--- src/include/cbt_defs.svh ---
`ifndef CBT_DEFS_SVH
`define CBT_DEFS_SVH

// width of each timing configuration word
`define CBT_CFG_W 16

// timing_cfg_one fields
`define CBT_PRESC_LSB 0
`define CBT_PRESC_W 6
`define CBT_SJW_LSB 6
`define CBT_SJW_W 2

// timing_cfg_two fields
`define CBT_PROP_LSB 0
`define CBT_PH1_LSB 3
`define CBT_TRIPLE_BIT 6
`define CBT_PH2_PROG_BIT 7
`define CBT_PH2_LSB 8
`define CBT_SEG_W 3

// information processing time in quanta
`define CBT_IPT_TQ 5'h02

// reset level of the bus input path
`define CBT_RX_RECESSIVE 1'b1

`endif

--- src/include/cbt_pkg.sv ---
`default_nettype none

package cbt_pkg;

    typedef enum logic [1:0] {
        SEG_SYNC,
        SEG_PROP,
        SEG_PH1,
        SEG_PH2
    } cbt_seg_e;

    typedef struct packed {
        logic       rx_meta;
        logic       rx_sync;
        logic       rx_prev;
        logic       edge_pend;
        logic [1:0] hist;
        cbt_seg_e   seg;
        logic [3:0] cnt;
        logic [2:0] ext;
        logic [2:0] cut;
        logic       hs_bit;
        logic       rs_bit;
        logic       bit_value;
        logic       sample_strobe;
        logic       hard_sync;
        logic       resync;
    } cbt_bt_s;

    typedef struct packed {
        logic [5:0] cnt;
        logic       phase;
        logic       half_tick;
        logic       tq_tick;
    } cbt_q_s;

endpackage

`default_nettype wire

--- src/hdl/cbt_bit_timing.sv ---
`include "cbt_defs.svh"
`default_nettype none

module cbt_bit_timing #(
    parameter int CFG_W = `CBT_CFG_W
) (
    input  wire logic             sys_clk,
    input  wire logic             srst,
    input  wire logic [CFG_W-1:0] timing_cfg_one,
    input  wire logic [CFG_W-1:0] timing_cfg_two,
    input  wire logic             rx_pin,
    input  wire logic             bus_idle,
    output logic                  bit_value,
    output logic                  sample_strobe,
    output logic                  hard_sync_pulse,
    output logic                  resync_pulse,
    output cbt_pkg::cbt_seg_e     seg_state
);
    import cbt_pkg::*;

    cbt_bt_s    st;
    cbt_bt_s    next_st;
    logic       half_tick;
    logic       tq_tick;
    logic [4:0] prop_len;
    logic [4:0] phase1_len;
    logic [4:0] phase2_len;
    logic [4:0] jump_width;
    logic [4:0] ph1_eff;
    logic [4:0] ph2_eff;
    logic [4:0] pos;
    logic [4:0] rem;
    logic       triple_sample_sel;
    logic       early_start;
    logic       sample_val;

    // field value n encodes n+1 quanta
    function automatic logic [4:0] seg_len(input logic [2:0] f);
        seg_len = {2'b00, f} + 5'h01;
    endfunction

    function automatic logic majority(input logic a, input logic b, input logic c);
        majority = (a & b) | (a & c) | (b & c);
    endfunction

    cbt_quanta #(
        .PRESC_W(`CBT_PRESC_W)
    ) u_quanta (
        .sys_clk         (sys_clk),
        .srst            (srst),
        .quantum_prescale(timing_cfg_one[`CBT_PRESC_LSB +: `CBT_PRESC_W]),
        .half_tick       (half_tick),
        .tq_tick         (tq_tick)
    );

    always_comb begin
        prop_len          = seg_len(timing_cfg_two[`CBT_PROP_LSB +: `CBT_SEG_W]);
        phase1_len        = seg_len(timing_cfg_two[`CBT_PH1_LSB +: `CBT_SEG_W]);
        triple_sample_sel = timing_cfg_two[`CBT_TRIPLE_BIT];
        jump_width        = seg_len({1'b0, timing_cfg_one[`CBT_SJW_LSB +: `CBT_SJW_W]});
        if (timing_cfg_two[`CBT_PH2_PROG_BIT]) begin
            phase2_len = seg_len(timing_cfg_two[`CBT_PH2_LSB +: `CBT_SEG_W]);
        end else begin
            phase2_len = (phase1_len > `CBT_IPT_TQ) ? phase1_len : `CBT_IPT_TQ;
        end
        pos         = '0;
        rem         = '0;
        early_start = 1'b0;
        ph1_eff     = phase1_len;
        ph2_eff     = phase2_len;
        // hist holds the two half-quantum samples before the sample point
        sample_val  = triple_sample_sel ? majority(st.hist[1], st.hist[0], st.rx_sync) : st.rx_sync;

        next_st               = st;
        next_st.sample_strobe = 1'b0;
        next_st.hard_sync     = 1'b0;
        next_st.resync        = 1'b0;
        next_st.rx_meta       = rx_pin;
        next_st.rx_sync       = st.rx_meta;
        next_st.rx_prev       = st.rx_sync;
        if (half_tick) begin
            next_st.hist = {st.hist[0], st.rx_sync};
        end
        // a fall in the consuming cycle is kept for the next quantum
        if (tq_tick) begin
            next_st.edge_pend = st.rx_prev & ~st.rx_sync;
        end else if (st.rx_prev && !st.rx_sync) begin
            next_st.edge_pend = 1'b1;
        end

        if (tq_tick && st.edge_pend && bus_idle) begin
            // edge quantum becomes the sync segment of a fresh bit
            next_st.seg       = SEG_PROP;
            next_st.cnt       = '0;
            next_st.ext       = '0;
            next_st.cut       = '0;
            next_st.hs_bit    = 1'b1;
            next_st.rs_bit    = 1'b0;
            next_st.hard_sync = 1'b1;
        end else if (tq_tick) begin
            if (st.edge_pend && !st.hs_bit && !st.rs_bit) begin
                case (st.seg)
                    SEG_PROP, SEG_PH1: begin
                        pos = (st.seg == SEG_PROP) ? {1'b0, st.cnt} + 5'h01
                                                   : prop_len + {1'b0, st.cnt} + 5'h01;
                        next_st.ext    = (pos > jump_width) ? jump_width[2:0] : pos[2:0];
                        next_st.rs_bit = 1'b1;
                        next_st.resync = 1'b1;
                    end
                    SEG_PH2: begin
                        rem = phase2_len - {2'b00, st.cut} - {1'b0, st.cnt};
                        if (rem <= jump_width) begin
                            early_start = 1'b1;
                        end else begin
                            next_st.cut = jump_width[2:0];
                        end
                        next_st.rs_bit = 1'b1;
                        next_st.resync = 1'b1;
                    end
                    default: begin
                        // edge inside the sync segment needs no correction
                        next_st.rs_bit = st.rs_bit;
                    end
                endcase
            end
            ph1_eff = phase1_len + {2'b00, next_st.ext};
            ph2_eff = phase2_len - {2'b00, next_st.cut};
            case (st.seg)
                SEG_SYNC: begin
                    next_st.seg = SEG_PROP;
                    next_st.cnt = '0;
                end
                SEG_PROP: begin
                    if ({1'b0, st.cnt} + 5'h01 >= prop_len) begin
                        next_st.seg = SEG_PH1;
                        next_st.cnt = '0;
                    end else begin
                        next_st.cnt = st.cnt + 4'h1;
                    end
                end
                SEG_PH1: begin
                    if ({1'b0, st.cnt} + 5'h01 >= ph1_eff) begin
                        next_st.seg           = SEG_PH2;
                        next_st.cnt           = '0;
                        next_st.bit_value     = sample_val;
                        next_st.sample_strobe = 1'b1;
                    end else begin
                        next_st.cnt = st.cnt + 4'h1;
                    end
                end
                SEG_PH2: begin
                    if (early_start) begin
                        // edge quantum taken as the next bit's sync segment
                        next_st.seg    = SEG_PROP;
                        next_st.cnt    = '0;
                        next_st.ext    = '0;
                        next_st.cut    = '0;
                        next_st.hs_bit = 1'b0;
                        next_st.rs_bit = 1'b0;
                    end else if ({1'b0, st.cnt} + 5'h01 >= ph2_eff) begin
                        next_st.seg    = SEG_SYNC;
                        next_st.cnt    = '0;
                        next_st.ext    = '0;
                        next_st.cut    = '0;
                        next_st.hs_bit = 1'b0;
                        next_st.rs_bit = 1'b0;
                    end else begin
                        next_st.cnt = st.cnt + 4'h1;
                    end
                end
                default: begin
                    next_st.seg = SEG_SYNC;
                    next_st.cnt = '0;
                end
            endcase
        end else begin
            ph1_eff = phase1_len;
            ph2_eff = phase2_len;
        end
    end

    always_ff @(posedge sys_clk) begin
        if (srst) begin
            st           <= '0;
            st.rx_meta   <= `CBT_RX_RECESSIVE;
            st.rx_sync   <= `CBT_RX_RECESSIVE;
            st.rx_prev   <= `CBT_RX_RECESSIVE;
            st.bit_value <= `CBT_RX_RECESSIVE;
        end else begin
            st <= next_st;
        end
    end

    assign bit_value       = st.bit_value;
    assign sample_strobe   = st.sample_strobe;
    assign hard_sync_pulse = st.hard_sync;
    assign resync_pulse    = st.resync;
    assign seg_state       = st.seg;
endmodule

`default_nettype wire

--- src/hdl/cbt_quanta.sv ---
`include "cbt_defs.svh"
`default_nettype none

module cbt_quanta #(
    parameter int PRESC_W = `CBT_PRESC_W
) (
    input  wire logic               sys_clk,
    input  wire logic               srst,
    input  wire logic [PRESC_W-1:0] quantum_prescale,
    output logic                    half_tick,
    output logic                    tq_tick
);
    import cbt_pkg::*;

    cbt_q_s q;
    cbt_q_s next_q;

    // half quantum is prescale+1 clocks; the phase bit is the fixed divide-by-two
    always_comb begin
        next_q           = q;
        next_q.half_tick = 1'b0;
        next_q.tq_tick   = 1'b0;
        if (q.cnt >= quantum_prescale) begin
            next_q.cnt       = '0;
            next_q.half_tick = 1'b1;
            next_q.tq_tick   = q.phase;
            next_q.phase     = ~q.phase;
        end else begin
            next_q.cnt = q.cnt + 6'h01;
        end
    end

    always_ff @(posedge sys_clk) begin
        if (srst) begin
            q <= '0;
        end else begin
            q <= next_q;
        end
    end

    assign half_tick = q.half_tick;
    assign tq_tick   = q.tq_tick;
endmodule

`default_nettype wire

--- config.mk ---
export PLATFORM = sky130hd
export DESIGN_NAME = cbt_bit_timing
export DESIGN_NICKNAME = d
export VERILOG_FILES = /design/src/include/cbt_pkg.sv /design/src/hdl/cbt_bit_timing.sv /design/src/hdl/cbt_quanta.sv
export VERILOG_INCLUDE_DIRS = /design/src /design/src/include
export SDC_FILE = /design/constraint.sdc
export NUM_CORES = 1
export LEC_CHECK = 0
export ABC_AREA = 1
export BUFFER_PORTS_ARGS = -buffer_cell sky130_fd_sc_hd__buf_4
export CAP_MARGIN = 15
export CELL_PAD_IN_SITES_DETAIL_PLACEMENT = 0
export CELL_PAD_IN_SITES_GLOBAL_PLACEMENT = 2
export CORE_UTILIZATION = 33
export CTS_CLUSTER_DIAMETER = 150
export DETAILED_ROUTE_END_ITERATION = 7
export HOLD_SLACK_MARGIN = 0.02
export PLACE_DENSITY = 0.91
export SYNTH_ARGS = -nofsm -noshare
export SYNTH_HDL_FRONTEND = slang
export SYNTH_SLANG_ARGS = --single-unit
export TNS_END_PERCENT = 50
--- constraint.sdc ---
create_clock -name sys_clk -period 5.65 [get_ports sys_clk]
set_input_delay 0.2825 -clock sys_clk [delete_from_list [all_inputs] [get_ports sys_clk]]
set_output_delay 0.2825 -clock sys_clk [all_outputs]
set_load 0.02 [all_outputs]
==> qor.yml, run 1 <==
outcome:
  status: "completed"
power_and_ir_drop:
  clkPwrFrac_pct: 32.2
  p_comb_share_pct: 24.2
  p_sw_share_pct: 29.2
  power.density_nw_per_um2: 163
  p_leak_nw: 1.68
  intPower_uw: 389
  seq_power_share_pct: 43.7
  p_switching_uw: 161
  ir_drop_mv: 0.0911
route:
  drc: 0
  first_pass_iters: 4
  drtIter0Drc: 78
  drt_wl_total_um: 6490
  ant_nets: 0
  vias: 2588
  vias_per_cell: 4.68
  wire_per_inst_um: 11.7
setup_path:
  cp-end-kind: "flop"
  worstPathMaxFanout: 6
  crit_buf_inv: 5
  r2r-end: "st[14]$_SDFFE_PP0P_"
  critPathLaunchType: "input pin"
  worst_r2r_startpoint: "st[13]$_SDFFE_PP0P_"
  rrSetupSlack_ns: 0.74
  cp.arrival_ns: 5.28
  cp.required_ns: 5.86
  slowest_delay_ns: 0.43
  critPathKind: "input pin to flop"
  crit_path_top_delay_cell: "fa_1"
  crit_family: "adder cells"
  worst_r2r_path_depth: 30
clocking:
  tritoncts: "built"
  cts_made_buffers: 5
  htreeDepth: 2
  insertion_delay_ns: 0.29
  clockRootBuffer: "clkbuf_8"
  cts_setup_buffers: 0
  clkTransAtPathRegs_ns: 0.07
  cts_sinks: 33
  clockBufferDepth: 2
place:
  io_buffer_count: 28
  dpl.cell_count: 546
  place_congestion: 0.800
  dp.final_hpwl_um: 5460
synthesis:
  synth_nets: 507
  yosysWarnings: 0
  synth-seq-cells: 33
  synth_ff_type: "dfxtp_1"
  synthCells: 415
  async_flop_share_pct: 0
  syn_avg_cell_area_um2: 7.15
  synth_area_um2: 2970
  synth-edff-count: 0
  synthDistinctLibCells: 36
  ys_seq_area_share_pct: 22.3
sta:
  finalSetupViolCount: 0
  tns_ns: 0
  clock.fmax_mhz: 197
  min_period_over_period_pct: 89.7
  slew_headroom_pct: 67.0
  rsz0062_at_grt: "false"
  finalCriticalPeriod_ns: 5.07
  worstMarginPinSlew_ns: 0.494
  hold_viol: 0
  fin_worst_skew_ns: 0.00767
  slew_violations: 0
global_routing:
  grt_pass1_wl_um: 11300
  track_usage_pct: 14.8
  grt_max_degree: 14
  first_global_vias: 2551
  antenna_found_initial: 0
  grt-ovfl-total: 0
cells_and_area:
  stdcell_count: 553
  mostFrequentLayoutCell: "inv_1"
  final_cell_mix: "77 x inv_1, 76 x nand2_1, 51 x ha_1, 33 x dfxtp_1, 31 x nand3_1"
  area_delta_synth_final_pct: 13.9
  antenna_cells: 0
  drive_gt1_share_pct: 13.0
  nets: 537
  nFillCells: 925
run:
  maxCapViolCount: 0
floorplan:
  core_region_area_um2: 8720
  num_rows: 34
  num_io_pins: 42
  start_util_pct: 34.0
  dieHeight_um: 96.9
  dieWidth_um: 96.9
  dieArea_um2: 9380
min_path:
  hold_path.class: "input pin to flop"
  hold_depth: 2
  min_from: "rx_pin"
  min_to: "next_st[22]$_SDFF_PP1_"
-- Yosys cell counts, types with 6 or more instances --
library cell	n	area share, %
inv_1	77	9.7
nand2_1	76	9.6
ha_1	51	21
dfxtp_1	33	22
nand3_1	31	5.2
a21oi_1	28	4.7
nor2_1	22	2.8
o21ai_0	22	3.7
nand2_2	7	1.5
nand4_1	7	1.5
o21a_1	6	1.5
-- worst max path at each step --
stage / from / to / cells after the start
after floorplan: timing_cfg_two[3] / st[14]$_SDFFE_PP0P_ / 36
after global placement: timing_cfg_two[3] / st[13]$_SDFFE_PP0P_ / 37
after detailed placement: timing_cfg_two[3] / st[14]$_SDFFE_PP0P_ / 37
after CTS: timing_cfg_two[3] / st[13]$_SDFFE_PP0P_ / 37
after global routing: timing_cfg_two[3] / st[12]$_SDFFE_PP0P_ / 37
final: timing_cfg_two[3] / st[14]$_SDFFE_PP0P_ / 33
-- routing by layer --
metal / vias to the layer above / GRT usage (%) / routed length [um]
li1: 1404 / - / -
met1: 1141 / 19.1 / 3220
met2: 33 / 25.0 / 2960
met3: 10 / 2.46 / 221
met4: 0 / 5.05 / 85
met5: - / 0 / 0
-- metrics by stage --
stage	setup WS (ns)	utilization, %	total power, mW	hold WS, ns	instance area (um^2)
4_1_cts	0.445	38.7	0.559	0.174	3380
6_report	0.580	38.8	0.550	0.185	3380
5_1_grt	0.00940	38.8	0.592	0.185	3380
3_5_place_dp	0.162	37.7	0.379	0.405	3290
2_1_floorplan	0.876	-	0.340	0.352	2970
3_3_place_gp	0.233	37.7	0.374	0.392	3290
-- state kept, by name, summed over array words and instances (netlist names), 2 cells and up --
register / count
u_quanta.q: 7
seg_state: 2
next_st: 2
st: 16
-- cells by family after synthesis --
kind of cell	count (synthesis)	synth area share, %
xor+xnor	11	3.50
simple gates	159	24.9
buf+inv	87	11.4
flops	33	22.3
fa+ha+maj	56	24.9
compound gates	69	13.1
-- area by class of cell --
class	instances	area (um^2)	share of cell area [%]
Tap cell	108	135	4.00
Timing Repair Buffer	30	225	6.66
Inverter	80	300	8.88
Sequential cell	33	661	19.5
Multi-Input combinational cell	295	1970	58.4
Clock buffer	7	86.3	2.55
-- power groups by stage --
stage	sequential [mW]	combinational (mW)	clock, mW
6_report	0.240	0.133	0.177
5_1_grt	0.240	0.158	0.194
4_1_cts	0.240	0.135	0.185
3_5_place_dp	0.245	0.134	0
3_3_place_gp	0.245	0.129	0
2_1_floorplan	0.244	0.0956	0
-- what timing repair did --
item | CTS | global route
setup endpoints to repair | 0 | 13
gates resized for setup | 0 | 3
hold buffers | 0 | 0
Power figures use the tool's default switching activity.
==> inputs of run 2 (changes only) <==
Settings changed: GPL_TIMING_DRIVEN set to 0.
==> run 2 against run 1 <==
Compared with the run above:
- clock power is 29% higher
- non-clock buffer count grew 4
- design area grew 1.3%
- register-to-register slack got worse by 0.15 ns
- largest power group unchanged
- count of clock-buffer cells in the layout unchanged
- worst setup slack got worse by 0.080 ns
- worst hold slack gained 0.0058 ns
- critical endpoint is now st[15]$_SDFFE_PP0P_
==> qor.yml, run 2 (same netlist as run 1, synthesis figures left out) <==
place:
  io_buffer_count: 27
  place_congestion: 0.781
  dp.final_hpwl_um: 5430
  dpl.cell_count: 550
  pre_cts_ws_ns: 0.219
  dpl-instance-area_um2: 3310
floorplan:
  start_util_pct: 34.0
  num_io_pins: 42
  num_rows: 34
  dieArea_um2: 9380
  dieWidth_um: 96.9
  core_region_area_um2: 8720
  dieHeight_um: 96.9
route:
  wire_per_inst_um: 11.6
  ant_nets: 0
  first_pass_iters: 4
  drt_wl_total_um: 6480
  drtIter0Drc: 73
  vias: 2606
  vias_per_cell: 4.67
  drc: 0
setup_path:
  crit_path_top_delay_cell: "fa_1"
  crit_top_cell: "nand2_1"
  critPathLaunchType: "input pin"
  cp-end-kind: "flop"
  slowest_delay_ns: 0.44
  cp.arrival_ns: 5.36
  critPathKind: "input pin to flop"
  worstPathMaxFanout: 6
  cp.required_ns: 5.86
cells_and_area:
  largest_reg_flops: 16
  final_cell_mix: "77 x inv_1, 76 x nand2_1, 51 x ha_1, 32 x dfxtp_1, 31 x nand3_1"
  top_register: "st"
  mostFrequentLayoutCell: "inv_1"
  utilization_pct: 39.3
  top_regs: "st (16), u_quanta.q (7)"
  stdcell_count: 558
  nFillCells: 909
  drive_gt1_share_pct: 13.1
  seqCellArea_um2: 662
  area_delta_synth_final_pct: 15.3
  multi_input_area_um2: 1970
  fin_area_um2: 3420
  antenna_cells: 0
  nets: 541
sta:
  slew_violations: 0
  finalCriticalPeriod_ns: 5.15
  worstMarginPinSlew_ns: 0.507
  whs_ns: 0.191
  fin_worst_skew_ns: 0.00657
  finalSetupViolCount: 0
  tns_ns: 0
  slew_headroom_pct: 66.1
  rsz0062_at_grt: "false"
  hold_viol: 0
  clock.fmax_mhz: 194
  min_period_over_period_pct: 91.2
  worst_slack_ns: 0.500
clocking:
  clockBufferDepth: 2
  cts_made_buffers: 5
  tritoncts: "built"
  cts_sinks: 33
  insertion_delay_ns: 0.28
  cts_hold_repair.buffers: 0
  htreeDepth: 2
  clkTransAtPathRegs_ns: 0.07
  cts_setup_buffers: 0
  clockRootBuffer: "clkbuf_8"
global_routing:
  grt_max_degree: 11
  grt_pass1_wl_um: 11600
  grt-ovfl-total: 0
  antenna_found_initial: 0
  track_usage_pct: 14.9
  first_global_vias: 2561
power_and_ir_drop:
  p_leak_nw: 1.70
  power_uw: 600
  power.density_nw_per_um2: 175
  ir_drop_mv: 0.0963
outcome:
  status: "completed"
run:
  maxCapViolCount: 0
min_path:
  hold_path.class: "input pin to flop"
[run 2: worst paths after layout]
check / from / endpoint / slack [ns] / depth (start not counted)
setup / recovery: timing_cfg_two[3] / st[15]$_SDFFE_PP0P_ / 0.50 / 37
hold / removal: rx_pin / next_st[22]$_SDFF_PP1_ / 0.19 / 2
setup reg to reg: st[12]$_SDFFE_PP0P_ / st[15]$_SDFFE_PP0P_ / 0.59 / 30
hold reg to reg: next_st[22]$_SDFF_PP1_ / next_st[21]$_SDFF_PP1_ / 0.43 / 1
[run 2: worst max-delay path: cells and delay by family]
kind	cells	cell delay (ns)
fa+ha+maj	7	1.94
simple gates	15	1.38
compound gates	7	1.00
buf+inv	7	0.57
xor+xnor	1	0.18
[run 2: repair_timing]
action	CTS	global route
endpoints found under the setup margin	0	6
gates resized for setup	0	2
hold endpoints to repair	0	0
[run 2: layout make-up]
| type | instances | share of cell area (%) |
|---|---|---|
| Multi-Input combinational cell | 295 | 57.5 |
| Timing Repair Buffer | 27 | 5.92 |
| Clock inverter | 1 | 0.877 |
| Sequential cell | 33 | 19.3 |
| Clock buffer | 7 | 2.52 |
| Inverter | 80 | 8.77 |
| Buffer | 7 | 1.10 |
| Tap cell | 108 | 3.95 |
[run 2: where the power goes]
group / switching (mW) / internal (mW) / leakage [nW] / total (mW)
Sequential: 0.00309 / 0.237 / 0.268 / 0.240
Clock: 0.0839 / 0.144 / 0.0585 / 0.228
Combinational: 0.0771 / 0.0556 / 1.37 / 0.133
[run 2: metal layers]
layer	routed length [um]	vias to the layer above	track usage, %	share of wire, %
met5	0	-	0	0
met4	45	0	3.10	0.69
met3	157	5	2.31	2.4
met2	2990	28	25.2	46
met1	3280	1157	19.9	51
li1	-	1416	-	-
